`src/rtl/adc_gate_params.svh`:
```
// constants for the converter queue and input switch register block
`ifndef ADC_GATE_PARAMS_SVH
`define ADC_GATE_PARAMS_SVH

// ==========================================================
// register byte offsets
`define OFS_CH6_DEPTH 12'h0AC
`define OFS_SWITCH 12'h0B8
`define OFS_CH_SELECT 12'h0C0
`define OFS_QUEUE_DATA 12'h0C4
`define OFS_SEL_DEPTH 12'h0C8
`define OFS_INT_STATUS 12'h0CC
`define OFS_INT_MASK 12'h0D0
`define OFS_DMA_ENABLE 12'h0D4
`define OFS_GLOBAL_EN 12'h0D8
`define ADDR_W 12

// ==========================================================
// field layout
`define SWITCH_LSB 1
`define SWITCH_MSB 4
`define LEVEL_W 3
`define USER_CH 4
`define CH6_USER_IDX 2'h3
`define ALL_CH 8
`define SEL_LSB 3
`define SEL_MSB 4
`define SEL_VALID 32'h0000_0018
`define EVT_W 5
`define EVT_LANE 8
`define EVT_VALID 32'h1F1F_1F1F
`define RESULT_W 12
`define STAMP_W 17

// ==========================================================
// event encoding, per channel lane
`define EVT_DONE 5'h10
`define EVT_OVERFLOW 5'h08
`define EVT_UNDERFLOW 5'h04
`define EVT_EMPTY 5'h02
`define EVT_FULL 5'h01

// ==========================================================
// channel selection codes
`define CODE_USER0 32'h0000_0000
`define CODE_USER1 32'h0000_0008
`define CODE_USER2 32'h0000_0010
`define CODE_USER3 32'h0000_0018

// ==========================================================
// queue shape and reset values
`define QUEUE_DEPTH 4
`define QUEUE_PTR_W 2
`define LEVEL_FULL 3'h4
`define LEVEL_ONE 3'h1
`define LEVEL_THREE 3'h3
`define RESET_WORD 32'h0000_0000
`define RESET_SWITCH 4'h0

`endif

```
`src/rtl/adc_gate_pkg.sv`:
```
// types shared by the converter queue and switch block
package adc_gate_pkg;
  // ==========================================================
  // bus slave phase
  typedef enum logic [1:0] {
    BUS_IDLE = 2'b01,
    BUS_DONE = 2'b10
  } bus_state_type;

  typedef logic [31:0] word_type;
endpackage

```
`src/rtl/sample_queue.sv`:
```
// four-word sample queue with occupancy count
`timescale 1ns/10ps
`default_nettype none
`include "adc_gate_params.svh"

module sample_queue
  import adc_gate_pkg::*;
(
  // clock and reset
  input wire logic pclk,
  input wire logic presetn,
  // fill side
  input wire logic push,
  input wire logic [31:0] push_data,
  // drain side
  input wire logic pop,
  output logic [31:0] head,
  // state
  output logic [`LEVEL_W-1:0] level,
  output logic full,
  output logic empty
);
  word_type store [`QUEUE_DEPTH];
  logic [`QUEUE_PTR_W-1:0] wr_ptr, next_wr_ptr;
  logic [`QUEUE_PTR_W-1:0] rd_ptr, next_rd_ptr;
  logic [`LEVEL_W-1:0] next_level;
  logic do_push, do_pop;

  // a push into a full queue is dropped unless a pop frees a slot
  always_comb begin
    full = (level == `LEVEL_FULL);
    empty = (level == `LEVEL_W'(0));
    do_pop = pop & ~empty;
    do_push = push & (~full | do_pop);
    head = empty ? `RESET_WORD : store[rd_ptr];
    next_wr_ptr = wr_ptr + `QUEUE_PTR_W'(do_push);
    next_rd_ptr = rd_ptr + `QUEUE_PTR_W'(do_pop);
    next_level = level + `LEVEL_W'(do_push) - `LEVEL_W'(do_pop);
  end

  // pointers and count
  always_ff @(posedge pclk or negedge presetn) begin
    if (!presetn) begin
      wr_ptr <= '0;
      rd_ptr <= '0;
      level <= '0;
    end else begin
      wr_ptr <= next_wr_ptr;
      rd_ptr <= next_rd_ptr;
      level <= next_level;
    end
  end

  // storage has no reset; empty masks stale words
  always_ff @(posedge pclk) begin
    if (do_push) begin
      store[wr_ptr] <= push_data;
    end
  end
endmodule // sample_queue

`default_nettype wire

```
`src/rtl/adc_channel_fifo_gate.sv`:
```
// converter channel queues, input switches, events and APB registers
// ==========================================================
// What this block does
// - each queue holds four words; occupancy 0..4 reads in a 3-bit field
// - four read/write switch bits sit in bits 4 down to 1
// - switch bits reset to zero, so all inputs start isolated
// - bits 1..4 connect channels 0, 2, 4 and 6 to their inputs
// - eight converter channels, four exposed to the user
// - samples leave by processor reads or by per-channel DMA
// - event codes done 10, overflow 08, underflow 04, empty 02, full 01
// - user channels are selected by codes 0, 08, 10 and 18
// - queue word holds result in bits 13..2, stamp in bits 30..14
// - only enabled event sources drive the interrupt
//
// The APB interface to the registers was chosen for this implementation.
`timescale 1ns/10ps
`default_nettype none
`include "adc_gate_params.svh"

module adc_channel_fifo_gate
  import adc_gate_pkg::*;
(
  // clock and reset
  input wire logic pclk,
  input wire logic presetn,
  // apb slave
  input wire logic psel,
  input wire logic penable,
  input wire logic pwrite,
  input wire logic [`ADDR_W-1:0] paddr,
  input wire logic [31:0] pwdata,
  output logic [31:0] prdata,
  output logic pready,
  output logic pslverr,
  // converter core, same clock
  input wire logic [`USER_CH-1:0] sample_strobe,
  input wire logic [`RESULT_W-1:0] sample_result,
  input wire logic [`STAMP_W-1:0] sample_stamp,
  output logic converter_enable,
  output logic [`USER_CH-1:0] input_switch_bits,
  // dma side
  output logic [`USER_CH-1:0] dma_req,
  input wire logic [`USER_CH-1:0] dma_ack,
  output logic [31:0] dma_data,
  // interrupt
  output logic irq
);
  // ==========================================================
  // state
  // every next_ value comes from the combinational blocks below
  bus_state_type bus_state, next_bus_state;
  logic [31:0] next_prdata;
  logic next_pready, next_pslverr;
  logic [`USER_CH-1:0] next_switch;
  logic [`SEL_MSB:`SEL_LSB] ch_select, next_ch_select;
  logic [`USER_CH-1:0] dma_enable, next_dma_enable;
  logic next_global_en;
  word_type int_status, next_int_status;
  word_type int_mask, next_int_mask;
  logic next_irq;
  logic [`USER_CH-1:0] next_dma_req;
  logic [31:0] next_dma_data;

  // ==========================================================
  // queue wiring
  // one lane per user channel; every array below is indexed by lane
  logic [31:0] sample_word;
  logic [`USER_CH-1:0] push, pop, pop_cpu, pop_dma;
  logic [`USER_CH-1:0] q_full, q_empty;
  logic [31:0] q_head [`USER_CH];
  logic [`LEVEL_W-1:0] q_level [`USER_CH];
  logic [`EVT_W-1:0] q_event [`USER_CH];
  word_type event_flat;
  logic bus_capture, bus_commit, addr_hit;
  logic [`QUEUE_PTR_W-1:0] sel_idx;

  // result in 13..2, stamp in 30..14, top and bottom bits zero
  // bit 31 and bits 1..0 are reserved and always read back zero
  assign sample_word = {1'b0, sample_stamp, sample_result, 2'b00};

  // codes step by eight, so bits 4..3 name the user channel
  // stray low bits of a code are dropped at the write
  assign sel_idx = ch_select;

  // bus phases: capture computes the answer, commit ends the transfer
  assign bus_capture = psel & penable & (bus_state == BUS_IDLE);
  assign bus_commit = psel & penable & pready;

  // ==========================================================
  // per-channel queues and their events
  // the core has eight channels; the four internal ones never reach
  // this block, so only the user lanes own a queue and a switch
  // lane c here is converter channel 2*c, the even-numbered inputs
  genvar c;
  generate
    for (c = 0; c < `USER_CH; c++) begin : g_ch
      // only a connected input with the converter on fills its queue
      assign push[c] = sample_strobe[c] & converter_enable & input_switch_bits[c];
      // read of the data window drains the selected queue
      assign pop_cpu[c] = bus_capture & ~pwrite & (paddr == `OFS_QUEUE_DATA)
                          & (sel_idx == `QUEUE_PTR_W'(c));
      assign pop_dma[c] = dma_ack[c] & dma_enable[c];
      assign pop[c] = pop_cpu[c] | pop_dma[c];

      sample_queue u_queue (
        .pclk(pclk),
        .presetn(presetn),
        .push(push[c]),
        .push_data(sample_word),
        .pop(pop[c]),
        .head(q_head[c]),
        .level(q_level[c]),
        .full(q_full[c]),
        .empty(q_empty[c])
      );

      // event sources in their fixed bit places
      // empty and full fire on the transition into that level only
      always_comb begin
        q_event[c] = '0;
        if (pop_dma[c] & ~q_empty[c]) begin
          q_event[c] = q_event[c] | `EVT_DONE;
        end
        if (push[c] & q_full[c] & ~pop[c]) begin
          q_event[c] = q_event[c] | `EVT_OVERFLOW;
        end
        if (pop[c] & q_empty[c]) begin
          q_event[c] = q_event[c] | `EVT_UNDERFLOW;
        end
        if (pop[c] & ~push[c] & (q_level[c] == `LEVEL_ONE)) begin
          q_event[c] = q_event[c] | `EVT_EMPTY;
        end
        if (push[c] & ~pop[c] & (q_level[c] == `LEVEL_THREE)) begin
          q_event[c] = q_event[c] | `EVT_FULL;
        end
      end

      assign event_flat[c*`EVT_LANE +: `EVT_LANE] = {3'h0, q_event[c]};
    end
  endgenerate

  // ==========================================================
  // address decode
  // a miss answers with an error and zero data rather than stalling,
  // so a wrong pointer in software cannot hang the bus
  always_comb begin
    case (paddr)
      `OFS_CH6_DEPTH, `OFS_SWITCH, `OFS_CH_SELECT, `OFS_QUEUE_DATA,
      `OFS_SEL_DEPTH, `OFS_INT_STATUS, `OFS_INT_MASK, `OFS_DMA_ENABLE,
      `OFS_GLOBAL_EN: addr_hit = 1'b1;
      default: addr_hit = 1'b0;
    endcase
  end

  // ==========================================================
  // bus slave: one wait state, answer registered
  // registering the answer costs a cycle per transfer but keeps every
  // output straight from a flop; a queue pop happens at the capture
  // edge, so the popped word is the one returned
  always_comb begin
    next_bus_state = bus_state;
    next_pready = 1'b0;
    next_pslverr = 1'b0;
    next_prdata = prdata;
    case (bus_state)
      BUS_IDLE: begin
        if (psel & penable) begin
          next_bus_state = BUS_DONE;
          next_pready = 1'b1;
          next_pslverr = ~addr_hit;
          next_prdata = '0;
          if (!pwrite) begin
            case (paddr)
              // channel 6 is user channel three
              `OFS_CH6_DEPTH: next_prdata = {29'h0, q_level[`CH6_USER_IDX]};
              `OFS_SWITCH: next_prdata = {27'h0, input_switch_bits, 1'b0};
              `OFS_CH_SELECT: next_prdata = {27'h0, ch_select, 3'h0};
              `OFS_QUEUE_DATA: next_prdata = q_head[sel_idx];
              `OFS_SEL_DEPTH: next_prdata = {29'h0, q_level[sel_idx]};
              `OFS_INT_STATUS: next_prdata = int_status;
              `OFS_INT_MASK: next_prdata = int_mask;
              `OFS_DMA_ENABLE: next_prdata = {28'h0, dma_enable};
              `OFS_GLOBAL_EN: next_prdata = {31'h0, converter_enable};
              default: next_prdata = '0;
            endcase
          end
        end
      end
      BUS_DONE: begin
        // master drops penable after the ready edge
        next_bus_state = BUS_IDLE;
      end
      default: next_bus_state = BUS_IDLE;
    endcase
  end

  // answer registers; prdata keeps its last word until the next transfer, which loads zero on a write
  always_ff @(posedge pclk or negedge presetn) begin
    if (!presetn) begin
      bus_state <= BUS_IDLE;
      pready <= 1'b0;
      pslverr <= 1'b0;
      prdata <= `RESET_WORD;
    end else begin
      bus_state <= next_bus_state;
      pready <= next_pready;
      pslverr <= next_pslverr;
      prdata <= next_prdata;
    end
  end

  // ==========================================================
  // control registers, written at the completing edge only
  // a cleared switch bit isolates its input even while the core
  // keeps strobing that channel, so nothing reaches the queue
  always_comb begin
    next_switch = input_switch_bits;
    next_ch_select = ch_select;
    next_dma_enable = dma_enable;
    next_global_en = converter_enable;
    next_int_mask = int_mask;
    if (bus_commit & pwrite) begin
      case (paddr)
        // reserved bits 31..5 and 0 are dropped
        `OFS_SWITCH: next_switch = pwdata[`SWITCH_MSB:`SWITCH_LSB];
        `OFS_CH_SELECT: next_ch_select = pwdata[`SEL_MSB:`SEL_LSB];
        `OFS_DMA_ENABLE: next_dma_enable = pwdata[`USER_CH-1:0];
        `OFS_GLOBAL_EN: next_global_en = pwdata[0];
        `OFS_INT_MASK: next_int_mask = pwdata & `EVT_VALID;
        default: next_switch = input_switch_bits;
      endcase
    end
  end

  // every input starts isolated and the converter starts off
  always_ff @(posedge pclk or negedge presetn) begin
    if (!presetn) begin
      input_switch_bits <= `RESET_SWITCH;
      ch_select <= '0;
      dma_enable <= '0;
      converter_enable <= 1'b0;
      int_mask <= `RESET_WORD;
    end else begin
      input_switch_bits <= next_switch;
      ch_select <= next_ch_select;
      dma_enable <= next_dma_enable;
      converter_enable <= next_global_en;
      int_mask <= next_int_mask;
    end
  end

  // ==========================================================
  // sticky events: write one to clear, a new event wins over the clear
  // otherwise a clear could hide an event landing in the same cycle;
  // software then sees it on its next status read
  always_comb begin
    next_int_status = int_status;
    if (bus_commit & pwrite & (paddr == `OFS_INT_STATUS)) begin
      next_int_status = next_int_status & ~pwdata;
    end
    next_int_status = (next_int_status | event_flat) & `EVT_VALID;
    // masked sources never reach the line
    next_irq = |(next_int_status & int_mask);
  end

  // irq follows the next status, so it rises with the status bit
  always_ff @(posedge pclk or negedge presetn) begin
    if (!presetn) begin
      int_status <= `RESET_WORD;
      irq <= 1'b0;
    end else begin
      int_status <= next_int_status;
      irq <= next_irq;
    end
  end

  // ==========================================================
  // dma: request while a word waits; lowest acked channel supplies data
  // limitation: two acks in one cycle pop both queues but hand over
  // only the lowest word; the engine must ack one channel at a time
  always_comb begin
    next_dma_data = dma_data;
    for (int i = `USER_CH - 1; i >= 0; i--) begin
      if (pop_dma[i]) begin
        next_dma_data = q_head[i];
      end
    end
    // drop the request while a pop is in flight to avoid a double take
    next_dma_req = dma_enable & ~q_empty & ~pop;
  end

  // request and data registers
  always_ff @(posedge pclk or negedge presetn) begin
    if (!presetn) begin
      dma_req <= '0;
      dma_data <= `RESET_WORD;
    end else begin
      dma_req <= next_dma_req;
      dma_data <= next_dma_data;
    end
  end
endmodule // adc_channel_fifo_gate

`default_nettype wire

```
`config.mk`:
```
export PLATFORM = sky130hd
export DESIGN_NAME = adc_channel_fifo_gate
export DESIGN_NICKNAME = d
export VERILOG_FILES = /design/src/rtl/adc_gate_pkg.sv /design/src/rtl/sample_queue.sv /design/src/rtl/adc_channel_fifo_gate.sv
export VERILOG_INCLUDE_DIRS = /design/src /design/src/rtl
export SDC_FILE = /design/constraint.sdc
export NUM_CORES = 1
export LEC_CHECK = 0
export ABC_CLOCK_PERIOD_IN_PS = 14300
export BUFFER_PORTS_ARGS = -buffer_cell sky130_fd_sc_hd__buf_2
export CELL_PAD_IN_SITES_DETAIL_PLACEMENT = 0
export CELL_PAD_IN_SITES_GLOBAL_PLACEMENT = 1
export CORE_UTILIZATION = 41
export CTS_CLUSTER_DIAMETER = 60
export DETAILED_ROUTE_END_ITERATION = 8
export PLACE_DENSITY_LB_ADDON = 0.1
export SLEW_MARGIN = 10
export SYNTH_ARGS = -nofsm -noshare
export SYNTH_HDL_FRONTEND = slang
export SYNTH_HIERARCHICAL = 1
export SYNTH_SLANG_ARGS = --single-unit
```
`constraint.sdc`:
```
create_clock -name pclk -period 14.3 [get_ports pclk]
set_input_delay 3.575 -clock pclk [delete_from_list [all_inputs] [get_ports pclk]]
set_output_delay 3.575 -clock pclk [all_outputs]
set_load 0.01 [all_outputs]
```
# Yosys cells after proc, flatten, opt, wreduce, memory -nomap -nowiden
# Memory sizes are Yosys's and may differ from the RTL's.
# Cells that the tools add are included.
[op_classes]
addsub = 16
order_cmp = 1
eq_ne = 26
muxes = 52
n_bitwise = 98
n_reduce_logical = 14
[op_table]
columns = ["operator", "n"]
rows = [
  ["$mux W32", 11],
  ["$pmux W32 S9", 1],
  ["$eq A12 B8 Y1 const B", 9],
  ["$bmux W32 S2", 1],
  ["$and A1 B1 Y1", 63],
  ["$and A29 B29 Y29", 2],
  ["$reduce_or A32 Y1", 1],
  ["$mux W29", 1],
  ["$not A29 Y29", 1],
  ["$or A29 B29 Y29", 1],
  ["$mux W5", 4],
  ["$mux W3", 6],
  ["$not A1 Y1", 18],
  ["$mux W1", 17],
  ["$add A2 B1 Y2", 8],
  ["$mux W4", 4],
  ["$add A3 B1 Y3", 4],
  ["$eq A3 B1 Y1 const B", 4],
  ["$eq A3 B2 Y1 const B", 4],
  ["$eq A3 B3 Y1 const B", 4],
  ["$logic_not A3 Y1", 4],
  ["$mux W2", 6],
  ["$reduce_and A2 Y1", 6],
  ["$sub A3 B1 Y3", 4],
  ["12 further kinds", 23],
]
[word_totals]
regBits = 152
mem_bits_rw = 464
in_bits = 86
output_inout_bits = 76
n_memories = 4
[memory_table]
columns = ["name", "depth", "width", "read_ports", "rd_ports_with_merged_regs", "write_ports", "line", "source"]
rows = [
  ["g_ch[0].u_queue.store", 4, 29, 1, 0, 1, "sample_queue.sv:23", "word_type store [`QUEUE_DEPTH];"],
  ["g_ch[1].u_queue.store", 4, 29, 1, 0, 1, "sample_queue.sv:23", ""],
  ["g_ch[2].u_queue.store", 4, 29, 1, 0, 1, "sample_queue.sv:23", ""],
  ["g_ch[3].u_queue.store", 4, 29, 1, 0, 1, "sample_queue.sv:23", ""],
]

# Longest topological paths before layout
# Gate-level depths: netlist (run 1).
[depth]
depth_word = 15
ltp_mapped = 10
depth_no_buf = 10

# Cells and area by module
# Netlist (run 1), hierarchy kept.
[modules_own_cells]
columns = ["mod", "instances", "cells_each", "area_each_um2"]
rows = [
  ["sample_queue", 4, 233, 5335.1],
  ["adc_channel_fifo_gate", 1, 736, 7302.0],
]

# Worst setup path after synthesis (run 1)
# Ideal clock, no wire load.
[synth_timing]
path_type = "in2reg"
start = "input paddr[9]"
end = "memory g_ch[0].u_queue/store[1][0] (netlist name) (enable)"
setup_ps = 468
arrival_ps = 7502
required_time_ps = 13832
setup_slack_ps = 6330
path_stages = 5
cell_sequence = "nor4_2 > nand4_1 > o31ai_1 > o41ai_2 > nor3b_1"
[synth_between]
elab_chain_cells = 9
[synth_rtl]
columns = ["element", "line", "source"]
rows = [
  ["start, declared", "adc_channel_fifo_gate.sv:30", "input wire logic [`ADDR_W-1:0] paddr,"],
  ["$eq A12 B8 Y1", "--", ""],
  ["$and A1 B1 Y1 (2 in series)", "adc_channel_fifo_gate.sv:100", "assign pop_cpu[c] = bus_capture & ~pwrite & (paddr == `OFS_QUEUE_DATA)"],
  ["$or A1 B1 Y1", "adc_channel_fifo_gate.sv:103", "assign pop[c] = pop_cpu[c] | pop_dma[c];"],
  ["named net pop[0]", "adc_channel_fifo_gate.sv:68", "logic [`USER_CH-1:0] push, pop, pop_cpu, pop_dma;"],
  ["$and A1 B1 Y1", "sample_queue.sv:33", "do_pop = pop & ~empty;"],
  ["$or A1 B1 Y1", "sample_queue.sv:34", "do_push = push & (~full | do_pop);"],
  ["$and A1 B1 Y1", "sample_queue.sv:34", ""],
  ["$mux W1", "sample_queue.sv:56", "if (do_push) begin"],
  ["$mux W1 (not written as such)", "sample_queue.sv:57", "store[wr_ptr] <= push_data;"],
  ["end, declared", "sample_queue.sv:23", ""],
]
# The timed path passes the listed nets, and every way through them passes these cells.

# Worst setup path in the final report (run 1)
[layout_timing]
start = "input psel"
end = "memory g_ch[0].u_queue/store[3][30] (netlist name) (enable)"
[layout_between]
elab_chain_cells = 11
[layout_rtl]
columns = ["element", "line", "source"]
rows = [
  ["start, declared", "adc_channel_fifo_gate.sv:27", "input wire logic psel,"],
  ["$and A1 B1 Y1 (2 in series)", "adc_channel_fifo_gate.sv:86", "assign bus_capture = psel & penable & (bus_state == BUS_IDLE);"],
  ["named net bus_capture", "adc_channel_fifo_gate.sv:74", "logic bus_capture, bus_commit, addr_hit;"],
  ["$and A1 B1 Y1 (3 in series)", "adc_channel_fifo_gate.sv:100", ""],
  ["$or A1 B1 Y1", "adc_channel_fifo_gate.sv:103", ""],
  ["named net pop[0]", "adc_channel_fifo_gate.sv:68", ""],
  ["$and A1 B1 Y1", "sample_queue.sv:33", ""],
  ["$or A1 B1 Y1", "sample_queue.sv:34", ""],
  ["$and A1 B1 Y1", "sample_queue.sv:34", ""],
  ["$mux W1", "sample_queue.sv:56", ""],
  ["$mux W1 (not written as such)", "sample_queue.sv:57", ""],
]
# The timed path passes the listed nets, and every way through them passes these cells.

==> results of run 1 <==
==> per-layer routing <==
metal,global-route usage (%),vias to the layer above,share of wire (%)
li1,-,7027,-
met1,32.5,8741,43
met2,38.0,561,48
met3,4.45,120,6.2
met4,7.22,4,2.3
met5,0,-,0.030
==> worst max-delay path: stages <==
cell,delay (ns)
buf_2,0.11
nand4b_2,0.08
buf_4,0.52
inv_1,0.12
nand2b_1,0.39
o31ai_1,0.13
buf_4,0.22
o41ai_2,1.01
inv_2,0.07
and3_2,0.45
buf_4,0.37
==> power groups by stage <==
stage / logic, mW / registers (mW) / clock network, mW
final: 0.0694 / 2.09 / 1.92
after global routing: 0.0763 / 2.09 / 2.05
after CTS: 0.0701 / 2.09 / 1.97
after detailed placement: 0.0698 / 2.13 / 0
after global placement: 0.0668 / 2.13 / 0
after floorplan: 0.0186 / 2.13 / 0
==> area by class of cell <==
class	instances	share of cell area (%)
antenna	1	0.00756
clock buffer	111	6.67
clock inverter	27	0.798
inverter	17	0.193
multi-input combinational	929	27.2
sequential	664	58.0
tap	931	3.52
timing repair buffer	210	3.66
==> flip-flops by register name, indices dropped and copies added, names as in the netlist, 2 cells and up <==
| name | flops |
|---|---|
| ch_select | 2 |
| int_mask | 20 |
| dma_req | 4 |
| g_ch.u_queue/wr_ptr | 8 |
| g_ch.u_queue/rd_ptr | 8 |
| bus_state | 2 |
| input_switch_bits | 4 |
| g_ch.u_queue/level | 12 |
| int_status | 20 |
| dma_enable | 4 |
| g_ch.u_queue/store | 512 |
| dma_data | 32 |
| prdata | 32 |
==> final timing paths <==
| kind | startpoint | endpoint | slack, ns | cells after the start |
|---|---|---|---|---|
| max | psel | g_ch[0].u_queue/store[3][30] | 7.48 | 11 |
| min | prdata[18] | prdata[18] | 0.47 | 2 |
| max reg2reg | ch_select[3] | g_ch[0].u_queue/store[3][30] | 10.13 | 7 |
| min reg2reg | prdata[18] | prdata[18] | 0.47 | 2 |
| max in group asynchronous | presetn | ch_select[3] | 9.64 | 2 |
| min in group asynchronous | presetn | dma_data[30] | 3.08 | 1 |
==> metrics by stage <==
| step | instance area, um2 | utilization (%) |
|---|---|---|
| 2_1_floorplan | 28800 | - |
| 3_3_place_gp | 30600 | 44.5 |
| 3_5_place_dp | 30600 | 44.5 |
| 4_1_cts | 33100 | 48.1 |
| 5_1_grt | 33100 | 48.1 |
| 6_report | 33100 | 48.1 |
==> placed cells by master (no fill, tap or decap), types with 7 or more instances in the layout <==
master	n
edfxtp_1	512
mux4_2	152
buf_2	148
dfrtp_1	140
nor2b_1	89
nor2_1	81
a21oi_1	80
clkbuf_16	79
nand2_1	72
buf_4	61
nand3_1	56
conb_1	48
nor2b_4	44
a311oi_1	33
a22o_1	32
mux2_2	32
clkbuf_1	21
o21ai_0	18
ha_1	12
nor3_1	11
dfrtp_2	11
clkbuf_8	11
clkinv_1	10
inv_1	9
o2bb2ai_1	9
nor3b_1	8
a31oi_1	8
a222oi_1	8
mux4_1	8
inv_2	8
xor2_1	8
xnor2_1	8
nor3b_2	8
and3_1	7
a22oi_1	7
clkinv_2	7
==> cell families (layout without fill, tap and decap cells) <==
kind of cell	after synthesis	count (layout)	synth area share (%)
DFF	664	664	67.0
other	1	49	0.0131
adders and majority gates	16	16	0.804
buffers and inverters	122	365	2.66
AOI/OAI and AO/OA	227	227	5.69
muxes	195	195	14.0
and+or+nand+nor	427	427	9.34
xor gates and xnor gates	16	16	0.489
==> qor.csv, run 1 <==
stage;metric;value;unit
place;pre_cts_slack;6.87;ns
power;internal_power;3.26;mW
sta;worstMarginPinSlew;1.16;ns
cts;worstSkewPairLatency;0.60;ns
place;dp.cells;2751;
global_route;grt_pass1_vias;16900;
sta;slew-limit-headroom;22.9;%
global_route;grt_pass1_wl;119000;um
power;combPwrFrac;1.7;%
cts;cts_post_setup_buffers_inserted;0;
power;powerDensity;123;mW/mm2
cts;cts_buffer_depth;3;
die;die_w;266;um
critical_path;cp-end-kind;flip-flop;
detailed_routing;num_vias;16500;
global_route;grt_max_degree;84;
logic_synthesis;async_reset_ff_share;22.9;%
logic_synthesis;netlist_area;0.0286;mm2
sta;hold_ws;0.468;ns
sta;fin_tns_setup;0;ns
global_route;antenna_found_initial;3;
cts;cts_tree;done;
place;dp_hpwl;48600;um
cells_and_area;multi_input_area;0.00899;mm2
logic_synthesis;synth_area_leaders;edfxtp_1 (54%), dfrtp_1 (13%), mux4_2 (12%), nor2b_4 (2.1%), nor2b_1 (1.9%);
sta;clock_skew;0.0219;ns
sta;period_needed;6.82;ns
cells_and_area;fillers;5892;
cells_and_area;finalNonFillerCells;2890;
die;die_height;266;um
power;p_sw_share;20.1;%
power;p_seq_share;51.2;%
cts;ctsHoldBuffers;0;
logic_synthesis;netlist_instances;1668;
detailed_routing;vias_per_cell;5.69;
die;rows;96;
run_status;outcome;finished, final reports clean;
critical_path;cp-start-kind;input pin;
logic_synthesis;yosysTopAreaCell;edfxtp_1;
critical_path;path_max_fanout;36;
logic_synthesis;synth_top_area_share;53.7;%
flow_run;max_cap_violations;0;
global_route;overflow;0;
logic_synthesis;ys.flop_type;edfxtp_1;
critical_path;critPathKind;in2reg;
cells_and_area;ff_latch_area;0.0192;mm2
place;gp_congestion;0.802;
cells_and_area;drive_gt1_share;31.0;%
sta;slew_viol_final;0;
die;start_util;41.6;%
worst_hold_path;hold_path.class;reg2reg;
cells_and_area;nets;2001;
detailed_routing;wl;82300;um
sta;fmax;147;MHz
power;fin_total_pwr;4.08;mW
sta;rsz0062_at_grt;false;
cts;cts_root_buf;clkbuf_16;
sta;finalWorstSetupSlack;7.48;ns
power;vdd_drop_max;0.0000704;V
power;leakagePower;12.1;nW
critical_path;cp.required;14.60;ns
power;power.switching;821;uW
logic_synthesis;synth.distinct_cells;73;
logic_synthesis;synthTopCellsByCount;edfxtp_1 (512), mux4_2 (152), dfrtp_1 (151);
global_route;track_usage;23.6;%
sta;hold_viol_final;0;
logic_synthesis;synth_warnings;6;
die;ios;162;
die;coreArea;0.0688;mm2
die;dieArea;0.0709;mm2
cts;ctsResizeCount;0;
place;port_buffers;149;
logic_synthesis;synth_most_common_cell;edfxtp_1;
cts;cts_sinks;664;
logic_synthesis;synth-seq-cells;664;
sta;fin_crit_sh;47.7;%
detailed_routing;avgRoutedWirePerCell;28.5;um
cells_and_area;syn_to_final_growth;15.5;%
logic_synthesis;synth-edff-count;512;
sta;setup_viol;0;
cts;clkTransAtPathRegs;0.05;ns
cts;cts_inserted_buffers;77;
cts;cts_htree_levels;3;
logic_synthesis;yosysSeqAreaShare;67.0;%
detailed_routing;ant_nets;0;
detailed_routing;drt-pass1-iter-count;5;
logic_synthesis;synth_area_per_cell;17.2;um2
detailed_routing;drt_iter0_drc;1292;
power;clkPwrFrac;47.1;%
detailed_routing;drc;0;
critical_path;cp_data_arrival_time;7.11;ns
No activity file was read; power rests on OpenSTA's default activity.
==> run 2, diff against run 1 <==
--- a/config.mk
+++ b/config.mk
@@ -6,7 +6,8 @@
 export SDC_FILE = /design/constraint.sdc
 export NUM_CORES = 1
 export LEC_CHECK = 0
-export ABC_CLOCK_PERIOD_IN_PS = 14300
+export ABC_AREA = 1
+export ABC_CLOCK_PERIOD_IN_PS = 5600
 export BUFFER_PORTS_ARGS = -buffer_cell sky130_fd_sc_hd__buf_2
 export CELL_PAD_IN_SITES_DETAIL_PLACEMENT = 0
 export CELL_PAD_IN_SITES_GLOBAL_PLACEMENT = 1
==> constraint.sdc (replaced) <==
create_clock -name pclk -period 5.6 [get_ports pclk]
set_input_delay 1.4 -clock pclk [delete_from_list [all_inputs] [get_ports pclk]]
set_output_delay 1.4 -clock pclk [all_outputs]
set_load 0.01 [all_outputs]
==> qor.csv, run 2 <==
stage;metric;value;unit;change
run_status;outcome;finished, final reports clean;;
logic_synthesis;async_reset_ff_share;22.9;%;unchanged
detailed_routing;wl_met3;6070;um;+20%
critical_path;slowest_stage;nor2_4;;
global_route;grt_pass1_wl;144000;um;+21%
critical_path;r2r_start;bus_state[0];;
power;powerDensity;298;mW/mm2;+140%
global_route;grt_pass1_vias;21900;;+30%
worst_hold_path;hold_path.class;reg2reg;;
logic_synthesis;synth-edff-count;512;;unchanged
detailed_routing;avgRoutedWirePerCell;22.1;um;-22%
die;dieArea;0.0762;mm2;+7.4%
detailed_routing;drt_iter0_drc;2256;;+75%
detailed_routing;topRoutingLayerUsed;met5;;
cells_and_area;regMostFlops;g_ch.u_queue/store;;
worst_hold_path;worstHoldStart;prdata[27];;
cts;worstSkewPairLatency;0.63;ns;+0.03 ns
sta;slew_viol_final;0;;unchanged
cts;ctsResizeCount;0;;unchanged
cells_and_area;multi_input_area;0.00849;mm2;-5.6%
cells_and_area;finalNonFillerCells;4394;;+52%
cells_and_area;drive_gt1_share;11.6;%;-19 points
place;pre_cts_slack;1.05;ns;-5.82 ns
detailed_routing;vias_per_cell;5.14;;-9.8%
place;dp.cells;4251;;+55%
die;ios;162;;unchanged
cells_and_area;syn_to_final_growth;13.8;%;
logic_synthesis;netlist_area;0.0308;mm2;+7.5%
cts;cts_buffer_depth;3;;unchanged
sta;clock_skew;0.0252;ns;+0.00325 ns
sta;rsz0062_at_grt;false;;
cts;ctsHoldBuffers;0;;unchanged
critical_path;crit_family;simple AND/OR/NAND/NOR gates;;
sta;fmax;255;MHz;
detailed_routing;routedLengthMet1;42600;um;+19%
cts;cts_root_buf;clkbuf_16;;
logic_synthesis;synth.distinct_cells;49;;-33%
cells_and_area;final_cell_area;0.0350;mm2;+5.8%
place;gp_congestion;0.865;;+7.8%
sta;worstMarginPinSlew;1.16;ns;+0.00520 ns
cts;cts_tree;done;;
global_route;grt_max_degree;83;;-1.2%
cts;cts_inserted_buffers;77;;unchanged
place;dp_hpwl;60700;um;+25%
sta;fin_crit_sh;70.0;%;
critical_path;path_cells;buf_2 -> nand4_2 -> nor2_1 -> nand4_1 -> nand2_1 -> o21ai_2 -> nor2_4 -> buf_12;;
logic_synthesis;netlist_instances;3170;;+90%
logic_synthesis;synth_top_area_share;49.9;%;-3.7 points
logic_synthesis;synth_area_per_cell;9.71;um2;-43%
global_route;antenna_found_initial;3;;unchanged
critical_path;cp_data_arrival_time;4.23;ns;-2.88 ns
sta;period_needed;3.92;ns;
sta;fin_tns_setup;0;ns;unchanged
die;coreArea;0.0743;mm2;+8.0%
cts;cts_htree_levels;3;;unchanged
detailed_routing;wl;97200;um;+18%
sta;hold_ws;0.481;ns;+0.0130 ns
cells_and_area;ff_latch_area;0.0192;mm2;about the same
power;fin_total_pwr;10.4;mW;+160%
global_route;overflow;0;;unchanged
power;leakagePower;15.9;nW;+31%
global_route;track_usage;25.6;%;+2.0 points
logic_synthesis;yosysSeqAreaShare;62.3;%;-4.7 points
critical_path;critPathKind;in2reg;;
die;rows;100;;+4.2%
logic_synthesis;ys.flop_type;edfxtp_1;;
detailed_routing;drt-pass1-iter-count;6;;+1
cells_and_area;final_common_cell;nand2_1;;
cts;clkTransAtPathRegs;0.06;ns;about the same
critical_path;path_max_fanout;19;;-47%
detailed_routing;drc;0;;unchanged
sta;hold_viol_final;0;;unchanged
critical_path;cp_slowest_stage_delay;0.75;ns;-0.26 ns
power;vdd_drop_max;0.000203;V;+190%
critical_path;critPathBufInv;2;;-4
critical_path;cp.required;5.91;ns;-8.69 ns
critical_path;cp-end-kind;flip-flop;;
cells_and_area;largest_reg_flops;512;;unchanged
detailed_routing;num_vias;22600;;+37%
flow_run;max_cap_violations;0;;unchanged
sta;slew-limit-headroom;22.4;%;-0.43 points
detailed_routing;ant_nets;0;;unchanged
cells_and_area;final_cell_mix;nand2_1 (801), inv_1 (630), edfxtp_1 (512), nand3_1 (311), a21oi_1 (198);;
logic_synthesis;synth_most_common_cell;nand2_1;;
sta;finalWorstSetupSlack;1.68;ns;-5.81 ns
logic_synthesis;synth_warnings;6;;unchanged
critical_path;setup.worst_path.start;psel;;
cts;cts_post_setup_buffers_inserted;0;;unchanged
logic_synthesis;synthTopCellsByCount;nand2_1 (803), inv_1 (630), edfxtp_1 (512);;
critical_path;cp-start-kind;input pin;;
cells_and_area;fillers;6922;;+17%
logic_synthesis;synth-seq-cells;664;;unchanged
cells_and_area;reg.largest.list;g_ch.u_queue/store: 512 flops, dma_data: 32 flops, prdata: 32 flops;;
logic_synthesis;yosysTopAreaCell;edfxtp_1;;
die;start_util;41.4;%;-0.20 points
cells_and_area;nets;3463;;+73%
die;die_w;276;um;+3.6%
cts;cts_sinks;664;;unchanged
die;die_height;276;um;+3.6%
cells_and_area;n_antenna_cell;0;;-1
detailed_routing;wl_met2;46100;um;+16%
logic_synthesis;synth_area_leaders;edfxtp_1 (50%), dfrtp_1 (12%), nand2_1 (9.8%), inv_1 (7.7%), nand3_1 (5.1%);;
place;port_buffers;149;;unchanged
place;post_dp_cell_area;0.0326;mm2;+6.3%
cells_and_area;fin_util;47.1;%;-0.96 points
sta;setup_viol;0;;unchanged
## run 2: cell types whose count changed after synthesis, sizes merged, moves of 49 or more
| cell | before | now |
|---|---|---|
| o21ai | 20 | 110 |
| nand3 | 57 | 311 |
| buf | 58 | 107 |
| nor2b | 133 | 0 |
| nand2 | 74 | 810 |
| inv | 17 | 641 |
| mux4 | 160 | 0 |
| a21oi | 80 | 198 |
## run 2: worst paths after layout
path                                                 to  slack [ns]  depth (start not counted)
setup / recovery           g_ch[0].u_queue/store[0][20]        1.68                          8
hold / removal                               prdata[27]        0.48                          2
setup reg to reg           g_ch[0].u_queue/store[0][20]        2.07                          7
hold reg to reg                              prdata[27]        0.48                          2
max in group asynchronous     g_ch[0].u_queue/rd_ptr[1]        3.63                          2
min in group asynchronous                    prdata[18]        0.82                          1
## run 2: where the power goes
group / total (mW) / switching (mW) / internal (mW)
Clock: 4.92 / 2.03 / 2.88
Sequential: 5.33 / 0.0103 / 5.32
Combinational: 0.181 / 0.143 / 0.0387
Total: 10.4 / 2.19 / 8.24
## run 2: area by class of cell
cell class	instances	share of cell area, %
Clock buffer	103	6.13
Inverter	646	6.94
Timing Repair Buffer	211	3.55
Tap cell	969	3.46
Multi-Input combinational cell	1761	24.2
Clock inverter	40	0.900
Sequential cell	664	54.8
## run 2: metal layers
layer  GRT usage [%]  up-vias
li1                -    10700
met1            34.9    11000
met2            42.4      781
met3            3.69      144
met4            7.84        4
met5               0        -
## run 2: cell families (layout without fill, tap and decap cells)
logic type	count (synthesis)	count (layout)	synth area share, %
simple gates	1283	1283	17.9
xor+xnor	12	12	0.341
compound gates	402	402	7.55
buf+inv	792	1000	11.2
other cells	1	48	0.0122
flops	664	664	62.3
fa+ha+maj	16	16	0.748
## run 2: tightest hold or removal path, cell delays in order (launching register included)
cell	delay, ns
dfrtp_1	0.34
nand2_1	0.06
nand2_1	0.05
